==> src/hdl/cxi_defines.vh <==
// Purpose: constants for the extended identifier field block
// Assumes: 32-bit AXI4-Lite register bus, byte-wide identifier registers
// Notes: offsets are byte addresses of one aligned word each
`ifndef CXI_DEFINES_VH
`define CXI_DEFINES_VH
`define CXI_OFS_TX_UPPER 6'h00
`define CXI_OFS_TX_UPPER_MID 6'h04
`define CXI_OFS_TX_LOWER_MID 6'h08
`define CXI_OFS_TX_LOWER 6'h0c
`define CXI_OFS_RX_UPPER 6'h10
`define CXI_OFS_RX_UPPER_MID 6'h14
`define CXI_OFS_RX_LOWER_MID 6'h18
`define CXI_OFS_RX_LOWER 6'h1c
`define CXI_OFS_CTRL 6'h20
`define CXI_OFS_STATUS 6'h24
`define CXI_OFS_BITRATE 6'h28
`define CXI_BIT_SRR 4
`define CXI_BIT_IDE 3
`define CXI_BIT_RTR 0
`define CXI_CTRL_GO 0
`define CXI_ST_BUSY 0
`define CXI_ST_RX_FULL 1
`define CXI_ST_LOST 2
`define CXI_ST_DONE 3
`define CXI_BITRATE_RST 16'h0032
`define CXI_RESP_OKAY 2'b00
`define CXI_RESP_SLVERR 2'b10
`endif

==> src/hdl/cxi_bit_tick.v <==
// Purpose: bit-time enable generator
// Assumes: single clock, divisor from a register
// Notes: one-cycle pulse every div cycles; div of zero acts as one
`timescale 1ns/1ps
module cxi_bit_tick
#(
    parameter WIDTH = 16
)
(
    input wire aclk,
    input wire aresetn,
    input wire run,
    input wire [WIDTH-1:0] div,
    output reg tick_ff
);
    reg [WIDTH-1:0] cnt_ff;
    // restart on idle so the first bit gets a full period
    always @(posedge aclk)
    begin
        if (!aresetn || !run)
        begin
            cnt_ff <= {WIDTH{1'b0}};
            tick_ff <= 1'b0;
        end
        else if (cnt_ff + 1'b1 >= div)
        begin
            cnt_ff <= {WIDTH{1'b0}};
            tick_ff <= 1'b1;
        end
        else
        begin
            cnt_ff <= cnt_ff + 1'b1;
            tick_ff <= 1'b0;
        end
    end
endmodule

==> src/hdl/cxi_shifter.v <==
// Purpose: arbitration-field shifter, msb first
// Assumes: bit enable from cxi_bit_tick, open-drain style line
// Notes: shifts nbits field bits, at most 32; yields on a dominant read-back of a recessive bit
`timescale 1ns/1ps
module cxi_shifter
(
    input wire aclk,
    input wire aresetn,
    input wire start,
    input wire tick,
    input wire [31:0] field,
    input wire [5:0] nbits,
    input wire line_in,
    output reg line_out_ff,
    output reg busy_ff,
    output reg lost_ff,
    output reg done_ff,
    output reg [31:0] rx_ff
);
    reg [31:0] sh_ff;
    reg [5:0] left_ff;
    // recessive is 1; a 0 seen while sending 1 means a lower identifier won
    always @(posedge aclk)
    begin
        if (!aresetn)
        begin
            sh_ff <= 32'h0000_0000;
            left_ff <= 6'h00;
            line_out_ff <= 1'b1;
            busy_ff <= 1'b0;
            lost_ff <= 1'b0;
            done_ff <= 1'b0;
            rx_ff <= 32'h0000_0000;
        end
        else
        begin
            done_ff <= 1'b0;
            if (start && !busy_ff)
            begin
                sh_ff <= field;
                left_ff <= nbits;
                busy_ff <= 1'b1;
                lost_ff <= 1'b0;
                line_out_ff <= field[31];
            end
            else if (busy_ff && tick)
            begin
                rx_ff <= {rx_ff[30:0], line_in};
                if (line_out_ff && !line_in && !lost_ff)
                begin
                    lost_ff <= 1'b1;
                end
                if (left_ff == 6'h01)
                begin
                    busy_ff <= 1'b0;
                    done_ff <= 1'b1;
                    line_out_ff <= 1'b1;
                end
                else
                begin
                    left_ff <= left_ff - 6'h01;
                    sh_ff <= {sh_ff[30:0], 1'b1};
                    // after losing, keep sending recessive and just listen
                    line_out_ff <= (lost_ff || (line_out_ff && !line_in)) ? 1'b1 : sh_ff[30];
                end
            end
        end
    end
endmodule

==> src/hdl/cxi_top.v <==
// Purpose: extended identifier fields of one transmit and one receive buffer
// Assumes: AXI4-Lite slave, 50 MHz aclk, synchronous active-low reset
// Notes: the arbitration field is shifted msb first on an open-drain line
`timescale 1ns/1ps
`include "cxi_defines.vh"
// How it works
// - extended identifier is 29 bits across bytes
// - identifier sent msb first, bit 28 first
// - lowest identifier wins arbitration
// - second byte: id20-18, srr, ide, id17-15
// - third byte holds bits 14 to 7
// - fourth byte: id6-0 then rtr
// - receive srr stored as sampled
// - ide picks standard or extended format
// - receive ide follows received format; stored as zero when the block sends a standard frame
// - rtr picks data or remote frame
// - receive rtr loaded from received frame
// - srr and ide both one when extended; srr is sent as written and the received srr is stored as sampled
// - four bytes form one 32-bit field
module cxi_top
(
    input wire aclk,
    input wire aresetn,
    input wire [5:0] s_axi_awaddr,
    input wire s_axi_awvalid,
    output reg s_axi_awready,
    input wire [31:0] s_axi_wdata,
    input wire [3:0] s_axi_wstrb,
    input wire s_axi_wvalid,
    output reg s_axi_wready,
    output reg [1:0] s_axi_bresp,
    output reg s_axi_bvalid,
    input wire s_axi_bready,
    input wire [5:0] s_axi_araddr,
    input wire s_axi_arvalid,
    output reg s_axi_arready,
    output reg [31:0] s_axi_rdata,
    output reg [1:0] s_axi_rresp,
    output reg s_axi_rvalid,
    input wire s_axi_rready,
    input wire can_rx,
    output reg can_tx_out_ff,
    output reg can_tx_oe_n_ff
);
    // transmit identifier bytes, software owned
    reg [7:0] ident_byte_upper_ff;
    reg [7:0] ident_byte_upper_mid_ff;
    reg [7:0] ident_byte_lower_mid_ff;
    reg [7:0] ident_byte_lower_ff;
    // receive identifier bytes, hardware owned
    reg [7:0] rx_upper_ff;
    reg [7:0] rx_upper_mid_ff;
    reg [7:0] rx_lower_mid_ff;
    reg [7:0] rx_lower_ff;
    reg [15:0] bitrate_ff;
    reg go_ff;
    reg rx_full_ff;
    reg lost_flag_ff;
    reg done_flag_ff;
    reg aw_hold_ff;
    reg w_hold_ff;
    reg [5:0] aw_addr_ff;
    reg [31:0] w_data_ff;
    reg [3:0] w_strb_ff;
    wire tick;
    wire sh_line;
    wire sh_busy;
    wire sh_lost;
    wire sh_done;
    wire [31:0] sh_rx;
    wire [31:0] tx_field;
    wire [31:0] tx_std_field;
    wire tx_ide;
    wire [5:0] tx_bits;
    wire do_write;
    wire [31:0] rd_word;
    wire clr_rx;
    wire clr_lost;
    wire clr_done;

    // unpack a received shift word into the four byte layout
    function [31:0] pack_rx;
        input [31:0] w;
        input ide;
        begin
            if (ide)
            begin
                // extended: id28..18, srr, ide, id17..0, rtr in stream order
                pack_rx = {w[31:21], w[20], 1'b1, w[18:1], w[0]};
            end
            else
            begin
                // standard: id10..0, rtr, ide placed in the second byte
                pack_rx = {w[31:21], w[20], 1'b0, 3'b000, 16'h0000};
            end
        end
    endfunction

    // byte-lane merge for a register write
    function [7:0] lane0;
        input [7:0] old;
        input [31:0] d;
        input [3:0] s;
        begin
            lane0 = s[0] ? d[7:0] : old;
        end
    endfunction

    // the 32-bit field: id28..21 | id20..18 srr ide id17..15 | id14..7 | id6..0 rtr
    assign tx_field = {ident_byte_upper_ff, ident_byte_upper_mid_ff,
        ident_byte_lower_mid_ff, ident_byte_lower_ff};
    assign tx_ide = ident_byte_upper_mid_ff[`CXI_BIT_IDE];
    // standard frame sends id10..0 then rtr, taken from the standard positions
    assign tx_std_field = {ident_byte_upper_ff, ident_byte_upper_mid_ff[7:4], 20'h0_0000};
    // extended: 11 id, srr, ide, 18 id, rtr = 32 bits; standard: 11 id, rtr = 12
    assign tx_bits = tx_ide ? 6'd32 : 6'd12;

    cxi_bit_tick #(.WIDTH(16)) u_tick
    (
        .aclk(aclk),
        .aresetn(aresetn),
        .run(sh_busy),
        .div(bitrate_ff),
        .tick_ff(tick)
    );

    cxi_shifter u_shift
    (
        .aclk(aclk),
        .aresetn(aresetn),
        .start(go_ff),
        .tick(tick),
        .field(tx_ide ? tx_field : tx_std_field),
        .nbits(tx_bits),
        .line_in(can_rx),
        .line_out_ff(sh_line),
        .busy_ff(sh_busy),
        .lost_ff(sh_lost),
        .done_ff(sh_done),
        .rx_ff(sh_rx)
    );

    // write channel: address and data taken in either order, held until both
    assign do_write = aw_hold_ff && w_hold_ff && !s_axi_bvalid;
    always @(posedge aclk)
    begin
        if (!aresetn)
        begin
            aw_hold_ff <= 1'b0;
            w_hold_ff <= 1'b0;
            aw_addr_ff <= 6'h00;
            w_data_ff <= 32'h0000_0000;
            w_strb_ff <= 4'h0;
            s_axi_awready <= 1'b0;
            s_axi_wready <= 1'b0;
            s_axi_bvalid <= 1'b0;
            s_axi_bresp <= `CXI_RESP_OKAY;
        end
        else
        begin
            s_axi_awready <= !aw_hold_ff && !s_axi_awready && s_axi_awvalid;
            s_axi_wready <= !w_hold_ff && !s_axi_wready && s_axi_wvalid;
            if (s_axi_awvalid && s_axi_awready)
            begin
                aw_hold_ff <= 1'b1;
                aw_addr_ff <= s_axi_awaddr;
            end
            if (s_axi_wvalid && s_axi_wready)
            begin
                w_hold_ff <= 1'b1;
                w_data_ff <= s_axi_wdata;
                w_strb_ff <= s_axi_wstrb;
            end
            if (do_write)
            begin
                aw_hold_ff <= 1'b0;
                w_hold_ff <= 1'b0;
                s_axi_bvalid <= 1'b1;
                case (aw_addr_ff)
                    `CXI_OFS_TX_UPPER, `CXI_OFS_TX_UPPER_MID, `CXI_OFS_TX_LOWER_MID,
                    `CXI_OFS_TX_LOWER, `CXI_OFS_CTRL, `CXI_OFS_STATUS, `CXI_OFS_BITRATE,
                    `CXI_OFS_RX_UPPER, `CXI_OFS_RX_UPPER_MID, `CXI_OFS_RX_LOWER_MID,
                    `CXI_OFS_RX_LOWER:
                        s_axi_bresp <= `CXI_RESP_OKAY;
                    default:
                        s_axi_bresp <= `CXI_RESP_SLVERR;
                endcase
            end
            else if (s_axi_bvalid && s_axi_bready)
            begin
                s_axi_bvalid <= 1'b0;
            end
        end
    end

    // transmit bytes and control; writes are refused while a frame is shifting
    always @(posedge aclk)
    begin
        if (!aresetn)
        begin
            ident_byte_upper_ff <= 8'h00;
            ident_byte_upper_mid_ff <= 8'h18; // srr and ide set: valid extended field
            ident_byte_lower_mid_ff <= 8'h00;
            ident_byte_lower_ff <= 8'h00;
            bitrate_ff <= `CXI_BITRATE_RST;
            go_ff <= 1'b0;
        end
        else
        begin
            go_ff <= 1'b0;
            if (do_write && !sh_busy)
            begin
                case (aw_addr_ff)
                    `CXI_OFS_TX_UPPER:
                        ident_byte_upper_ff <= lane0(ident_byte_upper_ff, w_data_ff,
                            w_strb_ff);
                    `CXI_OFS_TX_UPPER_MID:
                        ident_byte_upper_mid_ff <= lane0(ident_byte_upper_mid_ff, w_data_ff,
                            w_strb_ff);
                    `CXI_OFS_TX_LOWER_MID:
                        ident_byte_lower_mid_ff <= lane0(ident_byte_lower_mid_ff, w_data_ff,
                            w_strb_ff);
                    `CXI_OFS_TX_LOWER:
                        ident_byte_lower_ff <= lane0(ident_byte_lower_ff, w_data_ff,
                            w_strb_ff);
                    `CXI_OFS_BITRATE:
                    begin
                        if (w_strb_ff[0])
                            bitrate_ff[7:0] <= w_data_ff[7:0];
                        if (w_strb_ff[1])
                            bitrate_ff[15:8] <= w_data_ff[15:8];
                    end
                    `CXI_OFS_CTRL:
                        go_ff <= w_strb_ff[0] && w_data_ff[`CXI_CTRL_GO];
                    default:
                        go_ff <= 1'b0;
                endcase
            end
        end
    end

    // status write-one-to-clear strobes
    assign clr_rx = do_write && aw_addr_ff == `CXI_OFS_STATUS && w_strb_ff[0]
        && w_data_ff[`CXI_ST_RX_FULL];
    assign clr_lost = do_write && aw_addr_ff == `CXI_OFS_STATUS && w_strb_ff[0]
        && w_data_ff[`CXI_ST_LOST];
    assign clr_done = do_write && aw_addr_ff == `CXI_OFS_STATUS && w_strb_ff[0]
        && w_data_ff[`CXI_ST_DONE];

    // receive capture: a lost arbitration means another node's frame was read in;
    // a set beats a same-cycle clear for lost and done; a frame ending while rx full is set is dropped, even when a same-cycle clear empties rx full
    always @(posedge aclk)
    begin
        if (!aresetn)
        begin
            rx_upper_ff <= 8'h00;
            rx_upper_mid_ff <= 8'h00;
            rx_lower_mid_ff <= 8'h00;
            rx_lower_ff <= 8'h00;
            rx_full_ff <= 1'b0;
            lost_flag_ff <= 1'b0;
            done_flag_ff <= 1'b0;
        end
        else
        begin
            if (sh_done && sh_lost && !rx_full_ff)
            begin
                // ide is the bit after srr; a 12-bit frame sits low and is moved up first
                {rx_upper_ff, rx_upper_mid_ff, rx_lower_mid_ff, rx_lower_ff} <=
                    pack_rx(tx_ide ? sh_rx : {sh_rx[11:0], 20'h0_0000},
                    tx_ide && sh_rx[19]);
                rx_full_ff <= 1'b1;
            end
            else if (clr_rx)
                rx_full_ff <= 1'b0;
            if (sh_done && sh_lost)
                lost_flag_ff <= 1'b1;
            else if (clr_lost)
                lost_flag_ff <= 1'b0;
            if (sh_done && !sh_lost)
                done_flag_ff <= 1'b1;
            else if (clr_done)
                done_flag_ff <= 1'b0;
        end
    end

    // pin drive: open drain, enable low only while pulling dominant
    always @(posedge aclk)
    begin
        if (!aresetn)
        begin
            can_tx_out_ff <= 1'b0;
            can_tx_oe_n_ff <= 1'b1;
        end
        else
        begin
            can_tx_out_ff <= 1'b0;
            can_tx_oe_n_ff <= sh_line;
        end
    end

    // read mux; byte registers sit in the low lane, upper bits read zero
    assign rd_word =
        (s_axi_araddr == `CXI_OFS_TX_UPPER) ? {24'h00_0000, ident_byte_upper_ff} :
        (s_axi_araddr == `CXI_OFS_TX_UPPER_MID) ? {24'h00_0000, ident_byte_upper_mid_ff} :
        (s_axi_araddr == `CXI_OFS_TX_LOWER_MID) ? {24'h00_0000, ident_byte_lower_mid_ff} :
        (s_axi_araddr == `CXI_OFS_TX_LOWER) ? {24'h00_0000, ident_byte_lower_ff} :
        (s_axi_araddr == `CXI_OFS_RX_UPPER) ? {24'h00_0000, rx_upper_ff} :
        (s_axi_araddr == `CXI_OFS_RX_UPPER_MID) ? {24'h00_0000, rx_upper_mid_ff} :
        (s_axi_araddr == `CXI_OFS_RX_LOWER_MID) ? {24'h00_0000, rx_lower_mid_ff} :
        (s_axi_araddr == `CXI_OFS_RX_LOWER) ? {24'h00_0000, rx_lower_ff} :
        // busy covers the cycle in which the end-of-frame flags are posted
        (s_axi_araddr == `CXI_OFS_STATUS) ? {28'h000_0000, done_flag_ff, lost_flag_ff,
            rx_full_ff, sh_busy || sh_done} :
        (s_axi_araddr == `CXI_OFS_BITRATE) ? {16'h0000, bitrate_ff} :
        32'h0000_0000;

    // read channel: one cycle accept, data next cycle, held until taken
    always @(posedge aclk)
    begin
        if (!aresetn)
        begin
            s_axi_arready <= 1'b0;
            s_axi_rvalid <= 1'b0;
            s_axi_rdata <= 32'h0000_0000;
            s_axi_rresp <= `CXI_RESP_OKAY;
        end
        else
        begin
            s_axi_arready <= !s_axi_arready && !s_axi_rvalid && s_axi_arvalid;
            if (s_axi_arvalid && s_axi_arready)
            begin
                s_axi_rvalid <= 1'b1;
                s_axi_rdata <= rd_word;
                case (s_axi_araddr)
                    `CXI_OFS_TX_UPPER, `CXI_OFS_TX_UPPER_MID, `CXI_OFS_TX_LOWER_MID,
                    `CXI_OFS_TX_LOWER, `CXI_OFS_RX_UPPER, `CXI_OFS_RX_UPPER_MID,
                    `CXI_OFS_RX_LOWER_MID, `CXI_OFS_RX_LOWER, `CXI_OFS_CTRL,
                    `CXI_OFS_STATUS, `CXI_OFS_BITRATE:
                        s_axi_rresp <= `CXI_RESP_OKAY;
                    default:
                        s_axi_rresp <= `CXI_RESP_SLVERR;
                endcase
            end
            else if (s_axi_rvalid && s_axi_rready)
            begin
                s_axi_rvalid <= 1'b0;
            end
        end
    end
endmodule

==> config.mk <==
export PLATFORM = sky130hd
export DESIGN_NAME = cxi_top
export DESIGN_NICKNAME = d
export VERILOG_FILES = /design/src/hdl/cxi_bit_tick.v /design/src/hdl/cxi_shifter.v /design/src/hdl/cxi_top.v
export VERILOG_INCLUDE_DIRS = /design/src /design/src/hdl
export SDC_FILE = /design/constraint.sdc
export NUM_CORES = 1
export LEC_CHECK = 0
export BUFFER_PORTS_ARGS = -buffer_cell sky130_fd_sc_hd__buf_2
export CAP_MARGIN = 15
export CELL_PAD_IN_SITES_DETAIL_PLACEMENT = 0
export CELL_PAD_IN_SITES_GLOBAL_PLACEMENT = 1
export CORE_MARGIN = 2
export CORE_UTILIZATION = 30
export CTS_CLUSTER_DIAMETER = 50
export CTS_CLUSTER_SIZE = 14
export DETAILED_ROUTE_END_ITERATION = 7
export PLACE_DENSITY = 0.63
export SKIP_LAST_GASP = 1
export SLEW_MARGIN = 5
export SYNTH_ARGS = -nofsm -noshare
export SYNTH_HDL_FRONTEND = slang
export SYNTH_SLANG_ARGS = --single-unit
==> constraint.sdc <==
create_clock -name aclk -period 2.9 [get_ports aclk]
set_input_delay 0.58 -clock aclk [delete_from_list [all_inputs] [get_ports aclk]]
set_output_delay 0.58 -clock aclk [all_outputs]
set_load 0.1 [all_outputs]
-- Word level (Yosys, flattened, before mapping)
Cells that the tools add are included.
- register bits after elaboration: 242
- bits of input ports: 56
- add/sub/neg operators: 2
- $lt $le $gt $ge: 1
- eq/ne operators: 22
- mux-type cells: 41
- bitwise logic cells: 3
- reduce and logical (&&, ||, !) cells: 69
- operators with widths (cell ; number):
    $mux W16 ; 10
    $mux W31 ; 3
    $eq A6 B5 Y1 const B ; 8
    $mux W20 ; 2
    $eq A6 B6 Y1 const B ; 6
    $mux W32 ; 1
    $logic_and A1 B1 Y1 ; 28
    $eq A6 B4 Y1 const B ; 4
    $mux W6 ; 4
    $reduce_or A11 Y1 ; 2
    $reduce_and A3 Y1 ; 7
    $mux W1 ; 19
    $add A16 B1 Y16 const B ; 1
    $ge A16 B16 Y1 ; 1
    $reduce_bool A2 Y1 ; 7
    $eq A6 B3 Y1 const B ; 2
    $logic_not A1 Y1 ; 12
    $logic_not A6 Y1 ; 2
    $reduce_and A2 Y1 ; 4
    $eq A6 B1 Y1 const B ; 1
    $reduce_or A2 Y1 ; 3
    $sub A6 B1 Y6 const B ; 1
    $mux W2 ; 2
    $logic_or A1 B1 Y1 ; 3
    3 further kinds ; 5

-- Longest topological paths before layout
- depth after elaboration: 11
- depth in mapped cells: 11

-- By module
Synthesis repeated with hierarchy kept, for this count alone.
- cell total of the unflattened synthesis: 1215
- area total of the unflattened synthesis: 10426.2 um^2
- by module, submodules not included (module ; instances ; cells an instance ; area each (um^2) ; sequential area each (um^2)):
    cxi_top ; 1 ; 699 ; 6183.4 ; 2682.6
    cxi_shifter ; 1 ; 375 ; 3005.4 ; 1461.4
    cxi_bit_tick ; 1 ; 141 ; 1237.4 ; 340.3

-- Worst setup path before layout
Ideal clock, no wire load.
- kind: flip-flop to flip-flop
- from: reg u_tick.cnt_ff[2]
- to: reg u_tick.cnt_ff[10]
- arrival time: 2.506 ns
- required time: 2.782 ns
- path slack: 0.276 ns
- stages on the path, launching flop included: 12
- path buffers: 1
- cells stage by stage: dfxtp_1 -> and4_1 -> nand4_1 -> nor3_1 -> xor2_1 -> ha_1 -> nand4_1 -> nor3_1 -> o21ai_0 -> o2111ai_1 -> buf_2 -> nor2b_1
- word-level cells in the longest chain between the ends: 3
- ends and longest elaborated chain (item ; RTL line ; text):
    from (decl) ; cxi_bit_tick.v:16 ; reg [WIDTH-1:0] cnt_ff;
    from (signal assigned) ; cxi_bit_tick.v:22 ; cnt_ff <= {WIDTH{1'b0}};
    from (signal assigned) ; cxi_bit_tick.v:27 ; cnt_ff <= {WIDTH{1'b0}};
    from (signal assigned) ; cxi_bit_tick.v:32 ; cnt_ff <= cnt_ff + 1'b1;
    $add A16 B1 Y16 (*) ; cxi_bit_tick.v:25, cxi_bit_tick.v:32 ;
    $ge A16 B16 Y1 ; cxi_bit_tick.v:25 ; else if (cnt_ff + 1'b1 >= div)
    $reduce_or A2 Y1 (no line) ; -- ;
Every way passes the cells marked *; elsewhere a longest branch is shown, timed or not.
A chain may end at the register's enable or synchronous reset.

-- Final worst setup path
- from: reg u_tick.cnt_ff[2]
- to: reg u_tick.cnt_ff[2]
The elaborated chain is that of the path after synthesis.

==> flow_metrics.tcl <==
set metrics [dict create \
    status "finished, final reports clean" \
    fill_cells 3378 \
    grt_max_degree 88 \
    grt_pass1_wl_mm 45.32 \
    netlist_instances 1165 \
    fin_crit_sh_pct 90.75 \
    cts-hold-fix-buffers 0 \
    worstSetupStartpoint "u_tick.cnt_ff[2]" \
    cp.required_ps 3320 \
    coreArea_um2 32620 \
    synth_edf_count 0 \
    end_kind "flop" \
    vias 8152 \
    htree_levels 1 \
    final_cell_mix "dfxtp_1, nand2_1, nor2_1" \
    max_freq_mhz 380.0 \
    cts_root_buf "clkbuf_16" \
    p_per_area_nw_per_um2 604.9 \
    via_per_inst 4.887 \
    slew_headroom_pct 40.53 \
    finalSetupViolations 0 \
    final_common_cell "dfxtp_1" \
    synth_area_um2 9955 \
    report.final.hold_viol_count 0 \
    r2r-end "u_tick.cnt_ff[2]" \
    drc 0 \
    overflow 0 \
    design_area_um2 11570 \
    r2r_cells 12 \
    grt_pass1_vias 7869 \
    crit_type "flop to flop" \
    yosysSeqAreaShare_pct 45.05 \
    rsz0062_at_grt "false" \
    clock_latency_ps 540 \
    gp_congestion 0.8275 \
    hp-class "input pin to flop" \
    ioPinCount 99 \
    skew_ps 19.74 \
    clock_path_buffers 3 \
    die_w_um 186.2 \
    final_max_slew_viol_count 0 \
    post-route-min-period_ps 2632 \
    crit_path_end "u_tick.cnt_ff[2]" \
    start_kind "flop" \
    numCtsBuffers 27 \
    start_util_pct 30.52 \
    grt_usage_pct 16.75 \
    p_leak_nw 4.629 \
    final_nets 1279 \
    final.setup.tns_ps 0 \
    post_synth.cell_area_avg_um2 8.545 \
    antenna_found_initial 2 \
    clk_pin_slew_ps 60 \
    ys_warn_count 0 \
    dpl-instance-area_um2 10640 \
    place.port_buffers 61 \
    drt-total-wl_mm 28.72 \
    rrSetupSlack_ps 270 \
    peakVddDrop_v 0.0003803 \
    drt-pass1-iter-count 5 \
    num_rows 66 \
    crit_arrival_ps 3060 \
    synth_top_area_share_pct 45.05 \
    cts_sinks 224 \
    syn_to_final_growth_pct 16.28 \
    drv_cap 0 \
    worst_pin_slew_ps 892.0 \
    wl_per_cell_um 17.22 \
    synthArstFlopShare_pct 0 \
    ys_seq_elements 224 \
    synth_cell_types 68 \
    die_h_um 186.2 \
    cts_tree "yes" \
    drive_gt1_share_pct 12.99 \
    ant_nets 0 \
    path_max_fanout 16 \
    dp_hpwl_mm 20.13 \
    synth_top_cells_by_area "dfxtp_1, nand2_1, mux2i_1" \
    hold_depth 3 \
    yosys.area.top_type "dfxtp_1" \
    drtIter0Drc 558 \
    rr_startpoint "u_tick.cnt_ff[2]" \
    fp.dieArea_um2 34660 \
    synthFlopType "dfxtp_1" \
]
==> Yosys cell counts (6+ instances only) <==
cell type    n
ha_1        19
xor2_1       7
a211oi_1    16
nand2_1    220
clkbuf_1    55
buf_2       20
nor2b_1     20
nand2b_1    14
a21oi_1     75
o21ai_0     37
and2_1       7
nand3_1     26
a31oi_1     16
a21boi_0    34
nor2_1     104
and3_1       6
dfxtp_1    224
mux2i_1     67
xnor2_1      9
a22oi_1     24
inv_1       26
nor3_1      19
a311oi_1    20
buf_4       21
==> critical path: stages (launching register included) <==
cell and delay, ps:
dfxtp_1 400, and4_1 250, nand4_1 100, buf_4 170, nor3_2 170, xor2_1 100
ha_1 320, nand4_1 130, nor3_1 210, o21ai_0 130, o2111ai_1 210, buf_4 250
nor2b_1 70
==> where the power goes <==
group	switching (mW)	internal (mW)	leakage, nW	total, mW
registers	0.0241	3.09	1.81	3.12
clock network	1.47	2.05	0.457	3.51
logic	0.292	0.0788	2.37	0.370
total	1.78	5.22	4.63	7.00
==> sequential cells by signal (all words and copies together), names as in the netlist, 16 cells and up <==
signal / cells
bitrate_ff: 16
u_shift.rx_ff: 32
u_tick.cnt_ff: 16
w_data_ff: 16
s_axi_rdata: 16
u_shift.sh_ff: 31
==> worst min-delay path by stage <==
stage | from | end | slack [ps]
3_3_place_gp | s_axi_rdata[10] | s_axi_rdata[10] | 440
4_1_cts | s_axi_wdata[1] | w_data_ff[1] | 270
6_report | s_axi_wdata[5] | w_data_ff[5] | 270
3_5_place_dp | s_axi_rdata[11] | s_axi_rdata[11] | 440
5_1_grt | s_axi_wdata[5] | w_data_ff[5] | 270
2_1_floorplan | u_shift.line_out_ff | can_tx_oe_n_ff | 430
==> stage by stage <==
step	util, %	std cells	total power [mW]	hold slack (ps)	worst slack, ps
after global routing	35.48	1667	7.256	268.2	24.18
after floorplan	-	1183	3.479	434.3	276.4
after CTS	35.43	1665	7.085	265.4	99.28
after detailed placement	32.61	1616	3.556	441.4	114.3
after global placement	32.61	1616	3.557	436.9	198.4
final	35.49	1668	7.002	274.7	268.2
==> cell type report <==
class                           instances  area [um2]  share of cell area, %
Tap cell                              442       553.0                  4.778
Antenna cell                            2       5.005                0.04324
Clock buffer                           30       696.9                  6.021
Timing Repair Buffer                   91       543.0                  4.691
Inverter                               27       103.9                 0.8972
Sequential cell                       224        4484                  38.74
Clock inverter                         19       224.0                  1.935
Multi-Input combinational cell        833        4965                  42.89
==> cell families (layout without fill, tap and decap cells) <==
kind of cell	count (synthesis)	after routing	synth area share (%)
flops	224	224	45.05
other cells	1	21	0.03767
fa+ha+maj	19	19	2.388
compound gates	263	263	17.48
simple gates	442	442	19.78
mux	74	74	7.981
xor+xnor	16	16	1.408
buf+inv	126	167	5.870
==> repair_timing <==
item                                    CTS  global route
setup buffers                             0             1
endpoints found under the setup margin    0            16
resized for setup                         0             1
==> layer usage <==
layer | share of wire (%) | vias up | track usage (%)
li1 | - | 4098 | -
met1 | 49 | 3839 | 23.99
met2 | 44 | 182 | 26.80
met3 | 4.8 | 33 | 2.220
met4 | 2.0 | 0 | 3.843
met5 | 0 | - | 0
Power figures use the tool's default switching activity.
